===== config.mk =====
export PLATFORM = sky130hd
export DESIGN_NAME = ciefc_ctrl
export DESIGN_NICKNAME = d
export VERILOG_FILES = /design/src/logic/ciefc_pkg.sv /design/src/logic/ciefc_ctrl.sv /design/src/logic/ciefc_pin_sync.sv /design/src/logic/ciefc_apb_port.sv
export SDC_FILE = /design/constraint.sdc
export NUM_CORES = 1
export LEC_CHECK = 0
export BUFFER_PORTS_ARGS = -buffer_cell sky130_fd_sc_hd__buf_2
export CAP_MARGIN = 5
export CORE_MARGIN = 2
export CORE_UTILIZATION = 49
export CTS_BUF_LIST = sky130_fd_sc_hd__clkbuf_4 sky130_fd_sc_hd__clkbuf_8
export CTS_CLUSTER_DIAMETER = 50
export DETAILED_ROUTE_END_ITERATION = 12
export HOLD_SLACK_MARGIN = 0.02
export PLACE_DENSITY = 0.82
export SLEW_MARGIN = 30
export SYNTH_ARGS = -nofsm -noshare
export SYNTH_HDL_FRONTEND = slang
export SYNTH_SLANG_ARGS = --single-unit

===== constraint.sdc =====
create_clock -name core_clk -period 3.1 [get_ports core_clk]
set_input_delay 0.31 -clock core_clk [delete_from_list [all_inputs] [get_ports core_clk]]
set_output_delay 0.31 -clock core_clk [all_outputs]
set_load 0.03 [all_outputs]

===== src/logic/ciefc_pkg.sv =====
package ciefc_pkg;

  // ****************************************
  // Register map
  // ****************************************
  localparam int ADDR_W = 8;
  localparam logic [7:0] CTRL_OFF = 8'h00;
  localparam logic [7:0] PIE_OFF = 8'h04;
  localparam logic [7:0] T0CNT_OFF = 8'h08;
  localparam logic [7:0] STAT_OFF = 8'h0C;

  // ****************************************
  // Core control bit positions
  // ****************************************
  localparam int GIE_BIT = 7;
  localparam int PGATE_BIT = 6;
  localparam int TIMER0_OVERFLOW_IRQ_EN_BIT = 5;
  localparam int EXTIE_BIT = 4;
  localparam int PCIE_BIT = 3;
  localparam int TIMER0_OVERFLOW_FLAG_BIT = 2;
  localparam int EXTF_BIT = 1;
  localparam int PCF_BIT = 0;
  localparam int NUM_CORE_SRC = 3;

  // ****************************************
  // Peripheral enable bit positions
  // ****************************************
  localparam int ADC_BIT = 6;
  localparam int CAPCOMP_BIT = 5;
  localparam int CMP2_BIT = 4;
  localparam int CMP1_BIT = 3;
  localparam int T2_BIT = 1;
  localparam int T1_BIT = 0;

  // ****************************************
  // Reset values and masks
  // ****************************************
  localparam logic [7:0] CTRL_RST = 8'h00;
  localparam logic [7:0] PIE_RST = 8'h00;
  localparam logic [7:0] PIE_IMPL_FULL = 8'h7B;
  localparam logic [7:0] PIE_IMPL_RED = 8'h19;
  localparam logic [7:0] T0_MAX = 8'hFF;
  localparam int PORT_W = 6;
  localparam logic [1:0] SYNC_FILL = 2'h3;

  // ****************************************
  // Register access carriers
  // ****************************************
  typedef struct packed {
    logic [7:0] addr;
    logic write;
    logic [31:0] wdata;
  } ciefc_req_t;

  typedef struct packed {
    logic [31:0] rdata;
    logic err;
  } ciefc_rsp_t;

endpackage


===== src/logic/ciefc_ctrl.sv =====
// Overview of operation
// - Each source flag sets on its event regardless of its enable or global enable.
// - Global enable bit 7 set lets unmasked sources request; clear blocks all.
// - Peripheral gate bit 6 must be set for any peripheral request.
// - Control bit 5 enables the timer0 overflow request.
// - Control bit 4 enables the external edge pin request.
// - Control bit 3 enables port-change; each pin also needs its mask bit.
// - Timer0 rollover sets flag bit 2; it holds until software writes 0.
// - Reset leaves timer0 count unchanged; software loads it before clearing the flag.
// - External edge event sets bit 1; it holds until software clears it.
// - A change on any port pin 5 to 0 whose mask bit is set sets bit 0 until cleared.
// - Peripheral enable bit 6 gates the converter done request.
// - Peripheral enable bit 5 gates the capture/compare request.
// - Peripheral enable bits 4 and 3 gate comparator two and one.
// - Peripheral enable bit 1 gates the timer2 period match request.
// - Peripheral enable bit 0 gates the timer1 overflow request.
// - Reduced variant: converter, capture/compare and timer2 enables read zero.
// - Peripheral flags arrive as an input word of event flags.
//
// Chosen here: the APB slave port and the register offsets.
`timescale 1ns/1ns
module ciefc_ctrl #(
  parameter bit FULL_VARIANT = 1'b1
) (
  // Clock and reset
  input wire logic core_clk,
  input wire logic rst,
  // APB slave
  input wire logic psel,
  input wire logic penable,
  input wire logic pwrite,
  input wire logic [7:0] paddr,
  input wire logic [31:0] pwdata,
  output logic pready,
  output logic [31:0] prdata,
  output logic pslverr,
  // Event sources
  input wire logic timer0_tick,
  input wire logic ext_edge_pin,
  input wire logic ext_edge_rising,
  input wire logic [5:0] port_a_pins,
  input wire logic [5:0] port_change_mask,
  input wire logic [7:0] peripheral_flag_word,
  // Request to the core
  output logic core_irq_req
);

  // ****************************************
  // Register bus
  // ****************************************
  ciefc_pkg::ciefc_req_t req;
  ciefc_pkg::ciefc_rsp_t rsp;
  logic wr_en;

  ciefc_apb_port u_apb (
    .core_clk(core_clk),
    .rst(rst),
    .psel(psel),
    .penable(penable),
    .pwrite(pwrite),
    .paddr(paddr),
    .pwdata(pwdata),
    .pready(pready),
    .prdata(prdata),
    .pslverr(pslverr),
    .req(req),
    .wr_en(wr_en),
    .rsp(rsp)
  );

  // ****************************************
  // Pin synchronisers
  // ****************************************
  logic ext_level;
  logic ext_rise;
  logic ext_fall;
  logic [5:0] port_level;
  logic [5:0] port_rise;
  logic [5:0] port_fall;

  ciefc_pin_sync #(.W(1)) u_ext_sync (
    .core_clk(core_clk),
    .rst(rst),
    .pins(ext_edge_pin),
    .level(ext_level),
    .rise(ext_rise),
    .fall(ext_fall)
  );

  ciefc_pin_sync #(.W(ciefc_pkg::PORT_W)) u_port_sync (
    .core_clk(core_clk),
    .rst(rst),
    .pins(port_a_pins),
    .level(port_level),
    .rise(port_rise),
    .fall(port_fall)
  );

  // ****************************************
  // Address decode
  // ****************************************
  logic sel_ctrl;
  logic sel_pie;
  logic sel_t0;
  logic sel_stat;
  logic wr_ctrl;
  logic wr_pie;
  logic wr_t0;

  always_comb begin
    sel_ctrl = 1'b0;
    sel_pie = 1'b0;
    sel_t0 = 1'b0;
    sel_stat = 1'b0;
    if (req.addr == ciefc_pkg::CTRL_OFF) begin
      sel_ctrl = 1'b1;
    end else if (req.addr == ciefc_pkg::PIE_OFF) begin
      sel_pie = 1'b1;
    end else if (req.addr == ciefc_pkg::T0CNT_OFF) begin
      sel_t0 = 1'b1;
    end else if (req.addr == ciefc_pkg::STAT_OFF) begin
      sel_stat = 1'b1;
    end
  end

  // Status is read-only, so a write to it is simply dropped
  assign wr_ctrl = wr_en & sel_ctrl;
  assign wr_pie = wr_en & sel_pie;
  assign wr_t0 = wr_en & sel_t0;

  // ****************************************
  // Timer0 count
  // ****************************************
  logic [7:0] t0cnt_q;
  logic t0_ovf;

  assign t0_ovf = timer0_tick & ~wr_t0 & ~rst & (t0cnt_q == ciefc_pkg::T0_MAX);

  // No reset branch: the count survives reset, software must load it
  always_ff @(posedge core_clk) begin
    if (!rst) begin
      if (wr_t0) begin
        t0cnt_q <= req.wdata[7:0];
      end else if (timer0_tick) begin
        t0cnt_q <= t0cnt_q + 8'h01;
      end
    end
  end

  // ****************************************
  // Core control register
  // ****************************************
  logic [7:0] ctrl_q;
  logic [7:0] ctrl_d;
  logic ext_evt;
  logic port_evt;
  logic [ciefc_pkg::NUM_CORE_SRC-1:0] core_evt;

  assign ext_evt = ext_edge_rising ? ext_rise : ext_fall;
  assign port_evt = |((port_rise | port_fall) & port_change_mask);
  assign core_evt[ciefc_pkg::TIMER0_OVERFLOW_FLAG_BIT] = t0_ovf;
  assign core_evt[ciefc_pkg::EXTF_BIT] = ext_evt;
  assign core_evt[ciefc_pkg::PCF_BIT] = port_evt;

  assign ctrl_d[7:ciefc_pkg::NUM_CORE_SRC] = wr_ctrl ? req.wdata[7:ciefc_pkg::NUM_CORE_SRC]
                                                     : ctrl_q[7:ciefc_pkg::NUM_CORE_SRC];

  // Flags set from events or a write of 1, not from enables; an event in the clearing cycle wins
  genvar gi;
  generate
    for (gi = 0; gi < ciefc_pkg::NUM_CORE_SRC; gi++) begin : g_flag
      assign ctrl_d[gi] = core_evt[gi] | (wr_ctrl ? req.wdata[gi] : ctrl_q[gi]);
    end
  endgenerate

  always_ff @(posedge core_clk) begin
    if (rst) begin
      ctrl_q <= ciefc_pkg::CTRL_RST;
    end else begin
      ctrl_q <= ctrl_d;
    end
  end

  // ****************************************
  // Peripheral enable register
  // ****************************************
  logic [7:0] pie_q;
  logic [7:0] pie_impl;

  // Reduced parts lack the converter, capture/compare and timer2
  assign pie_impl = FULL_VARIANT ? ciefc_pkg::PIE_IMPL_FULL : ciefc_pkg::PIE_IMPL_RED;

  always_ff @(posedge core_clk) begin
    if (rst) begin
      pie_q <= ciefc_pkg::PIE_RST;
    end else if (wr_pie) begin
      pie_q <= req.wdata[7:0] & pie_impl;
    end
  end

  // ****************************************
  // Request to the core
  // ****************************************
  logic [7:0] pflags;
  logic core_hit;
  logic periph_hit;
  logic irq_q;

  assign pflags = peripheral_flag_word & pie_impl;
  assign core_hit = (ctrl_q[ciefc_pkg::TIMER0_OVERFLOW_IRQ_EN_BIT] & ctrl_q[ciefc_pkg::TIMER0_OVERFLOW_FLAG_BIT])
                  | (ctrl_q[ciefc_pkg::EXTIE_BIT] & ctrl_q[ciefc_pkg::EXTF_BIT])
                  | (ctrl_q[ciefc_pkg::PCIE_BIT] & ctrl_q[ciefc_pkg::PCF_BIT]);
  // Each enable bit lines up with its flag bit
  assign periph_hit = ctrl_q[ciefc_pkg::PGATE_BIT] & (|(pie_q & pflags));

  always_ff @(posedge core_clk) begin
    if (rst) begin
      irq_q <= 1'b0;
    end else begin
      irq_q <= ctrl_q[ciefc_pkg::GIE_BIT] & (core_hit | periph_hit);
    end
  end

  assign core_irq_req = irq_q;

  // ****************************************
  // Read data
  // ****************************************
  always_comb begin
    rsp.rdata = 32'h0000_0000;
    rsp.err = 1'b0;
    if (sel_ctrl) begin
      rsp.rdata[7:0] = ctrl_q;
    end else if (sel_pie) begin
      rsp.rdata[7:0] = pie_q;
    end else if (sel_t0) begin
      rsp.rdata[7:0] = t0cnt_q;
    end else if (sel_stat) begin
      rsp.rdata[7:0] = pflags;
      rsp.rdata[8] = irq_q;
      rsp.rdata[14:9] = port_level;
      rsp.rdata[15] = ext_level;
    end else begin
      rsp.err = 1'b1;
    end
  end
endmodule


===== src/logic/ciefc_pin_sync.sv =====
`timescale 1ns/1ns
module ciefc_pin_sync #(
  parameter int W = 1
) (
  // Clock and reset
  input wire logic core_clk,
  input wire logic rst,
  // Raw pins
  input wire logic [W-1:0] pins,
  // Synchronised view
  output logic [W-1:0] level,
  output logic [W-1:0] rise,
  output logic [W-1:0] fall
);

  logic [W-1:0] meta_q;
  logic [W-1:0] sync_q;
  logic [W-1:0] prev_q;
  logic [1:0] fill_q;

  always_ff @(posedge core_clk) begin
    meta_q <= pins;
    sync_q <= meta_q;
    prev_q <= sync_q;
  end

  // Edges stay masked until the chain holds real pin values
  always_ff @(posedge core_clk) begin
    if (rst) begin
      fill_q <= 2'h0;
    end else if (fill_q != ciefc_pkg::SYNC_FILL) begin
      fill_q <= fill_q + 2'h1;
    end
  end

  assign level = sync_q;
  assign rise = (fill_q == ciefc_pkg::SYNC_FILL) ? (sync_q & ~prev_q) : '0;
  assign fall = (fill_q == ciefc_pkg::SYNC_FILL) ? (~sync_q & prev_q) : '0;

endmodule


===== src/logic/ciefc_apb_port.sv =====
`timescale 1ns/1ns
module ciefc_apb_port (
  // Clock and reset
  input wire logic core_clk,
  input wire logic rst,
  // APB slave
  input wire logic psel,
  input wire logic penable,
  input wire logic pwrite,
  input wire logic [7:0] paddr,
  input wire logic [31:0] pwdata,
  output logic pready,
  output logic [31:0] prdata,
  output logic pslverr,
  // Register side
  output ciefc_pkg::ciefc_req_t req,
  output logic wr_en,
  input wire ciefc_pkg::ciefc_rsp_t rsp
);

  logic pready_q;
  logic [31:0] prdata_q;
  logic pslverr_q;
  logic first_access;

  // One wait state lets the read data come from a flop
  assign first_access = psel & penable & ~pready_q;

  always_ff @(posedge core_clk) begin
    if (rst) begin
      pready_q <= 1'b0;
    end else begin
      pready_q <= first_access;
    end
  end

  always_ff @(posedge core_clk) begin
    if (rst) begin
      prdata_q <= 32'h0000_0000;
      pslverr_q <= 1'b0;
    end else if (first_access) begin
      prdata_q <= pwrite ? 32'h0000_0000 : rsp.rdata;
      pslverr_q <= rsp.err;
    end
  end

  assign req.addr = paddr;
  assign req.write = pwrite;
  assign req.wdata = pwdata;
  assign wr_en = psel & penable & pready_q & pwrite & ~pslverr_q;
  assign pready = pready_q;
  assign prdata = prdata_q;
  assign pslverr = pslverr_q;

endmodule


---- Yosys cells after proc, flatten, opt, wreduce, memory -nomap -nowiden ----
Index checks and enable logic that the tools add are counted.
operators by class
  multiplexer cells ....................... 32
  add/subtract/negate cells ............... 3
  bitwise gates (word level) .............. 37
  equality and inequality tests ........... 8
  reductions and logical operators ........ 5
operators with widths
  operator                                        count
  two-way mux 8 bit                               8
  two-way mux 16 bit                              2
  two-way mux 1 bit                               20
  bitwise AND 1 bit                               18
  bitwise AND 6 bit                               3
  == test 8 x 4 -> 1 bit (second input constant)  2
  two-way mux 6 bit                               2
  inverter 6 bit                                  2
  adder 8 x 1 -> 8 bit (second input constant)    1
  == test 8 x 3 -> 1 bit (second input constant)  1
  == test 8 bit (second input constant)           1
  zero test 8 bit                                 1
  OR reduction 8 bit                              1
  bitwise AND 7 bit                               1
  inverter 1 bit                                  6
  bitwise OR 1 bit                                6
  bitwise OR 6 bit                                1
  OR reduction 6 bit                              1
  adder 2 x 1 -> 2 bit (second input constant)    2
  == test 2 bit (second input constant)           2
  inequality test 2 bit (second input constant)   2
  AND reduction 2 bit                             1
  nonzero test 2 bit                              1
storage, ports and cells
  logic and storage cells ................. 101
  bits of input ports ..................... 68
  bits in registers ....................... 82
  output and inout port bits .............. 35

---- Longest topological paths before layout ----
  depth in word-level cells ............... 10
  depth in mapped cells ................... 6
  mapped depth without buffers ............ 5

---- Hierarchy ----
From an unflattened synthesis, not the netlist that was laid out.
unflattened totals
  cell total of the unflattened synthesis .. 394
  area total of the unflattened synthesis .. 4,112.7 µm²
modules (own cells, without submodules)
  module                         instances  cells an instance  sequential area each (µm²)  area each (µm²)
  ciefc_apb_port                 1          192                680.7                       1,939.4
  ciefc_ctrl                     1          143                540.5                       1,442.6
  ciefc_pin_sync at u_port_sync  1          45                 400.4                       563.0
  ciefc_pin_sync at u_ext_sync   1          14                 100.1                       167.7

---- Least setup slack after synthesis ----
Ideal clock, no wire load.
  kind .................................... register to register
  start point ............................. register u_apb.pready_q, in the netlist u_apb.pready
  end point ............................... register t0cnt_q[0] (enable)
  buffers on the path ..................... 0
  setup time .............................. 0.375 ns
  arrival time ............................ 1.908 ns
  data required time ...................... 2.725 ns
  clock period less this slack ............ 2.283 ns
  path slack .............................. 0.817 ns
  cell stages (with the launch flop) ...... 5
  cells stage by stage .................... dfxtp_1 > nand2_1 > nor3_1 > nand4_1 > a21oi_1
on the way
  longest elaborated chain between the ends .. 6
ends and longest elaborated chain
  element                          line                  text
  start: declaration               ciefc_apb_port.sv:21  logic pready_q;
  start signal: assignment         ciefc_apb_port.sv:33  pready_q <= first_access;
  bitwise AND 1 bit (3 in series)  ciefc_apb_port.sv:50  assign wr_en = psel & penable & pready_q & pwrite & ~pslverr_q;
  bitwise AND 1 bit                ciefc_ctrl.sv:129     assign wr_t0 = wr_en & sel_t0;
  nonzero test 2 bit (no line)     -
  AND reduction 2 bit (no line)    -
  end signal: assignment           ciefc_ctrl.sv:143     t0cnt_q <= req.wdata[7:0];
  end signal: assignment           ciefc_ctrl.sv:145     t0cnt_q <= t0cnt_q + 8'h01;
  end: declaration                 ciefc_ctrl.sv:134     logic [7:0] t0cnt_q;
Every way passes these cells.
A chain may end at the register's enable or synchronous reset.

---- Worst setup path in the final report ----
  start point ............................. register u_apb.pready_q, in the netlist u_apb.pready
  end point ............................... register t0cnt_q[6] (enable)
The elaborated chain is that of the path after synthesis.

==> key figures <==
STA
  • Final Skew: 0.00554 ns
  • Setup-failing EPs final: 0
  • Final Hold Viols: 0
  • Max Clk Rate: 0.484 GHz
  • Least-Margin Pin Slew: 0.774 ns
  • Worst slew margin: 0.484
  • Unrepaired setup endpoints after global routing: false
  • Setup Total Neg Slack: 0 ns
  • Final min period: 2.06 ns
  • Final Cycle Share: 0.666
  • Final Slew Violations: 0

Logic synthesis
  • Cell taking the most area after synthesis: dfxtp_1
  • Cell variety after synth: 42
  • Post-synth ARST share: 0
  • Post-synth top area share: 0.412
  • Number of synthesized flops with an enable pin: 8
  • Sequential area share after synthesis: 0.498
  • #FFs+latches synth: 66
  • Post-synthesis cell area: 2820 um2
  • Yosys warning count: 0
  • Mean Syn Cell Area: approximately 9.6 um2
  • Post-synth top cells: dfxtp_1 (58), a21oi_1 (24), nand3_1 (22), nor2_1 (22), o21ai_0 (17)
  • Top_reg_cell synth: dfxtp_1
  • Mapped Cells: 292
  • Top-count cell post-synth: dfxtp_1
  • Top post-synthesis cells by area: dfxtp_1 (41%), edfxtp_1 (8.5%), a21oi_1 (4.3%)

Cells and area
  • Layout net count: 423
  • Area grow syn2layout: 19.0%
  • Post-Layout Cell Count: about 430
  • Antenna fix cells: 0
  • Layout cell share with drive strength beyond 1: 0.261
  • Cell area after layout: 3350 um2

Critical path
  • Worst Path Required: between 3 and 4 ns
  • Crit start category: flop
  • CP Cell Sequence: nand2_1 > nor3_1 > nand4_1 > buf_4 > a21oi_1
  • CP peak stage delay: between 0.6 and 0.7 ns
  • Worst EP arrival: 2.04 ns
  • CP top delay family: compound AO/OA/AOI/OAI gates
  • Crit Path Category: reg -> reg
  • Crit end category: flop
  • CP max FO: 9
  • Crit-path slowest cell: a21oi_1
  • Crit path buf inv count: 1

Power
  • Switching Fraction: 0.236
  • Switching pwr: 466 uW
  • Maximum VDD drop: ~0.00040 V
  • Sequential power share: 0.468
  • Internal power: 1.51 mW
  • LEAKAGE: 1.35 nW
  • Power density of the placed cells: 590 nW/um2
  • Combinational share of power: 0.084
  • Clk network pwr share: 0.448

Global routing
  • Pin count of the biggest net entering global routing: 37
  • First-pass GRT wire length: 10400 um
  • GRT Util Overall: 0.216
  • Vias in the first global route: 2164
  • Initial antenna violation count: 0
  • GR Overflow Total: 0

Clock network
  • Clk slew on worst S/H paths: 0.07 ns
  • CTS tree: built
  • CTS Buf Count: 9
  • Clock Sink Count: 66
  • Skew-Pair Late Insertion Delay: 0.34 ns
  • H-tree Lvls: 3
  • # Post-CTS Setup Buffers: 0
  • Clk buf depth: 2
  • Post-cts resize count: 0
  • Post-CTS Hold Buffers: 0
  • Root Driver: clkbuf_8

Drt
  • Routed Antenna Nets: 0
  • Remaining DRCs: 0
  • Routed via count: between 2000 and 2500
  • First drt pass iteration count: 4
  • Initial drt markers: 240
  • Routed wire length per instance: about 15 um
  • Routed wire length: 6640 um
  • Via/cell ratio: roughly 5.5

Floorplan
  • I/O Pins: around 100
  • Die Ht: 79.8 um
  • Row cnt: 27
  • Chip Width: 79.8 um
  • Die area: 6370 um2
  • Initial core utilization: 0.508
  • Core area: roughly 5500 um2

Place
  • Hpwl dp: 4550 um
  • I/O Buffers: 60
  • Dpl cell area: between 3000 and 4000 um2
  • Gpl congestion: 0.989
  • Placed cell count: about 410

Job
  • Max Cap Violations: 0

Worst hold path
  • Worst hold-check path type: in -> reg

Status
  • Outcome: completed
## registers in the layout, summed over array words and instances (netlist names)
register / flops
u_port_sync.level: 6
u_ext_sync.meta_q: 1
u_port_sync.fill_q: 2
pie_q: 6
u_ext_sync.level: 1
u_port_sync.prev_q: 6
u_port_sync.meta_q: 6
u_ext_sync.prev_q: 1
ctrl_q: 8
u_ext_sync.fill_q: 2
u_apb.prdata: 16
u_apb.pready: 1
core_irq_req: 1
t0cnt_q: 8
u_apb.pslverr: 1
## path summary, 6_finish.rpt
kind | start | end | slack (ns) | cells past startpoint
worst min register to register | u_ext_sync.meta_q | u_ext_sync.level | 0.33 | 0
worst max-delay path | u_apb.pready | t0cnt_q[6] | 1.04 | 5
worst min-delay path | port_a_pins[5] | u_port_sync.meta_q[5] | 0.06 | 1
worst max register to register | u_apb.pready | t0cnt_q[6] | 1.04 | 5
## power groups by stage
stage               clock (mW)  sequential, mW  combinational, mW
finish                   0.885           0.924              0.166
global route             0.944           0.928              0.182
CTS                      0.895           0.924              0.166
detailed placement           0           0.943              0.163
global placement             0           0.941              0.159
floorplan                    0           0.940              0.125
## logic make-up (layout without fill, tap and decap cells)
group / after synthesis / after routing / share of synthesized area
muxes: 10 / 10 / 0.0382
DFF: 66 / 66 / 0.498
other: 1 / 16 / 0.00133
xor gates and xnor gates: 14 / 14 / 0.0436
AOI/OAI and AO/OA: 73 / 73 / 0.159
buffers and inverters: 33 / 83 / 0.0707
and+or+nand+nor: 92 / 92 / 0.176
adders and majority gates: 3 / 3 / 0.0133
## routing by layer
metal	GRT usage	part of all wire	wire length [um]	vias to the layer above
met1	0.278	0.43	2860	1092
met2	0.339	0.47	3120	108
met4	0.107	0.017	111	0
met3	0.0543	0.082	542	10
met5	0	0	0	-
li1	-	-	-	1150
## final cells by class
cell class              instances  area [um2]
fillers                       480        2190
flip-flops and latches         66        1400
multi-input cells             208        1270
repair buffers                 64         330
clock buffers                  10         131
clock inverters                 6         115
well taps                      72        90.1
inverters                       3        11.3
## worst reg2reg max path: stages, from the launching register on
cell	delay (ns)
dfxtp_1	0.37
nand2_1	0.08
nor3_1	0.23
nand4_1	0.18
buf_4	0.21
a21oi_1	0.63
## through the flow
stage	total power [mW]	util	hold slack, ns	setup slack, ns
after global routing	2.05	0.605	0.0441	0.916
after floorplan	1.06	-	0.310	0.817
after CTS	1.98	0.605	0.0461	1.02
after global placement	1.10	0.560	0.310	0.933
final	1.98	0.605	0.0615	1.04
after detailed placement	1.11	0.560	0.312	0.867
## placed cells by master, fill, tap and decap left out, types with 6 or more instances in the layout
cell type / count
nand2_1: 16
a22oi_1: 11
nor3_1: 11
nor2_1: 22
edfxtp_1: 8
dfxtp_1: 58
o21ai_0: 17
clkbuf_8: 9
nand3_1: 22
a21oi_1: 24
buf_2: 60
conb_1: 16
xor2_1: 10
mux2_2: 6
No activity file was read; power rests on OpenSTA's default activity.
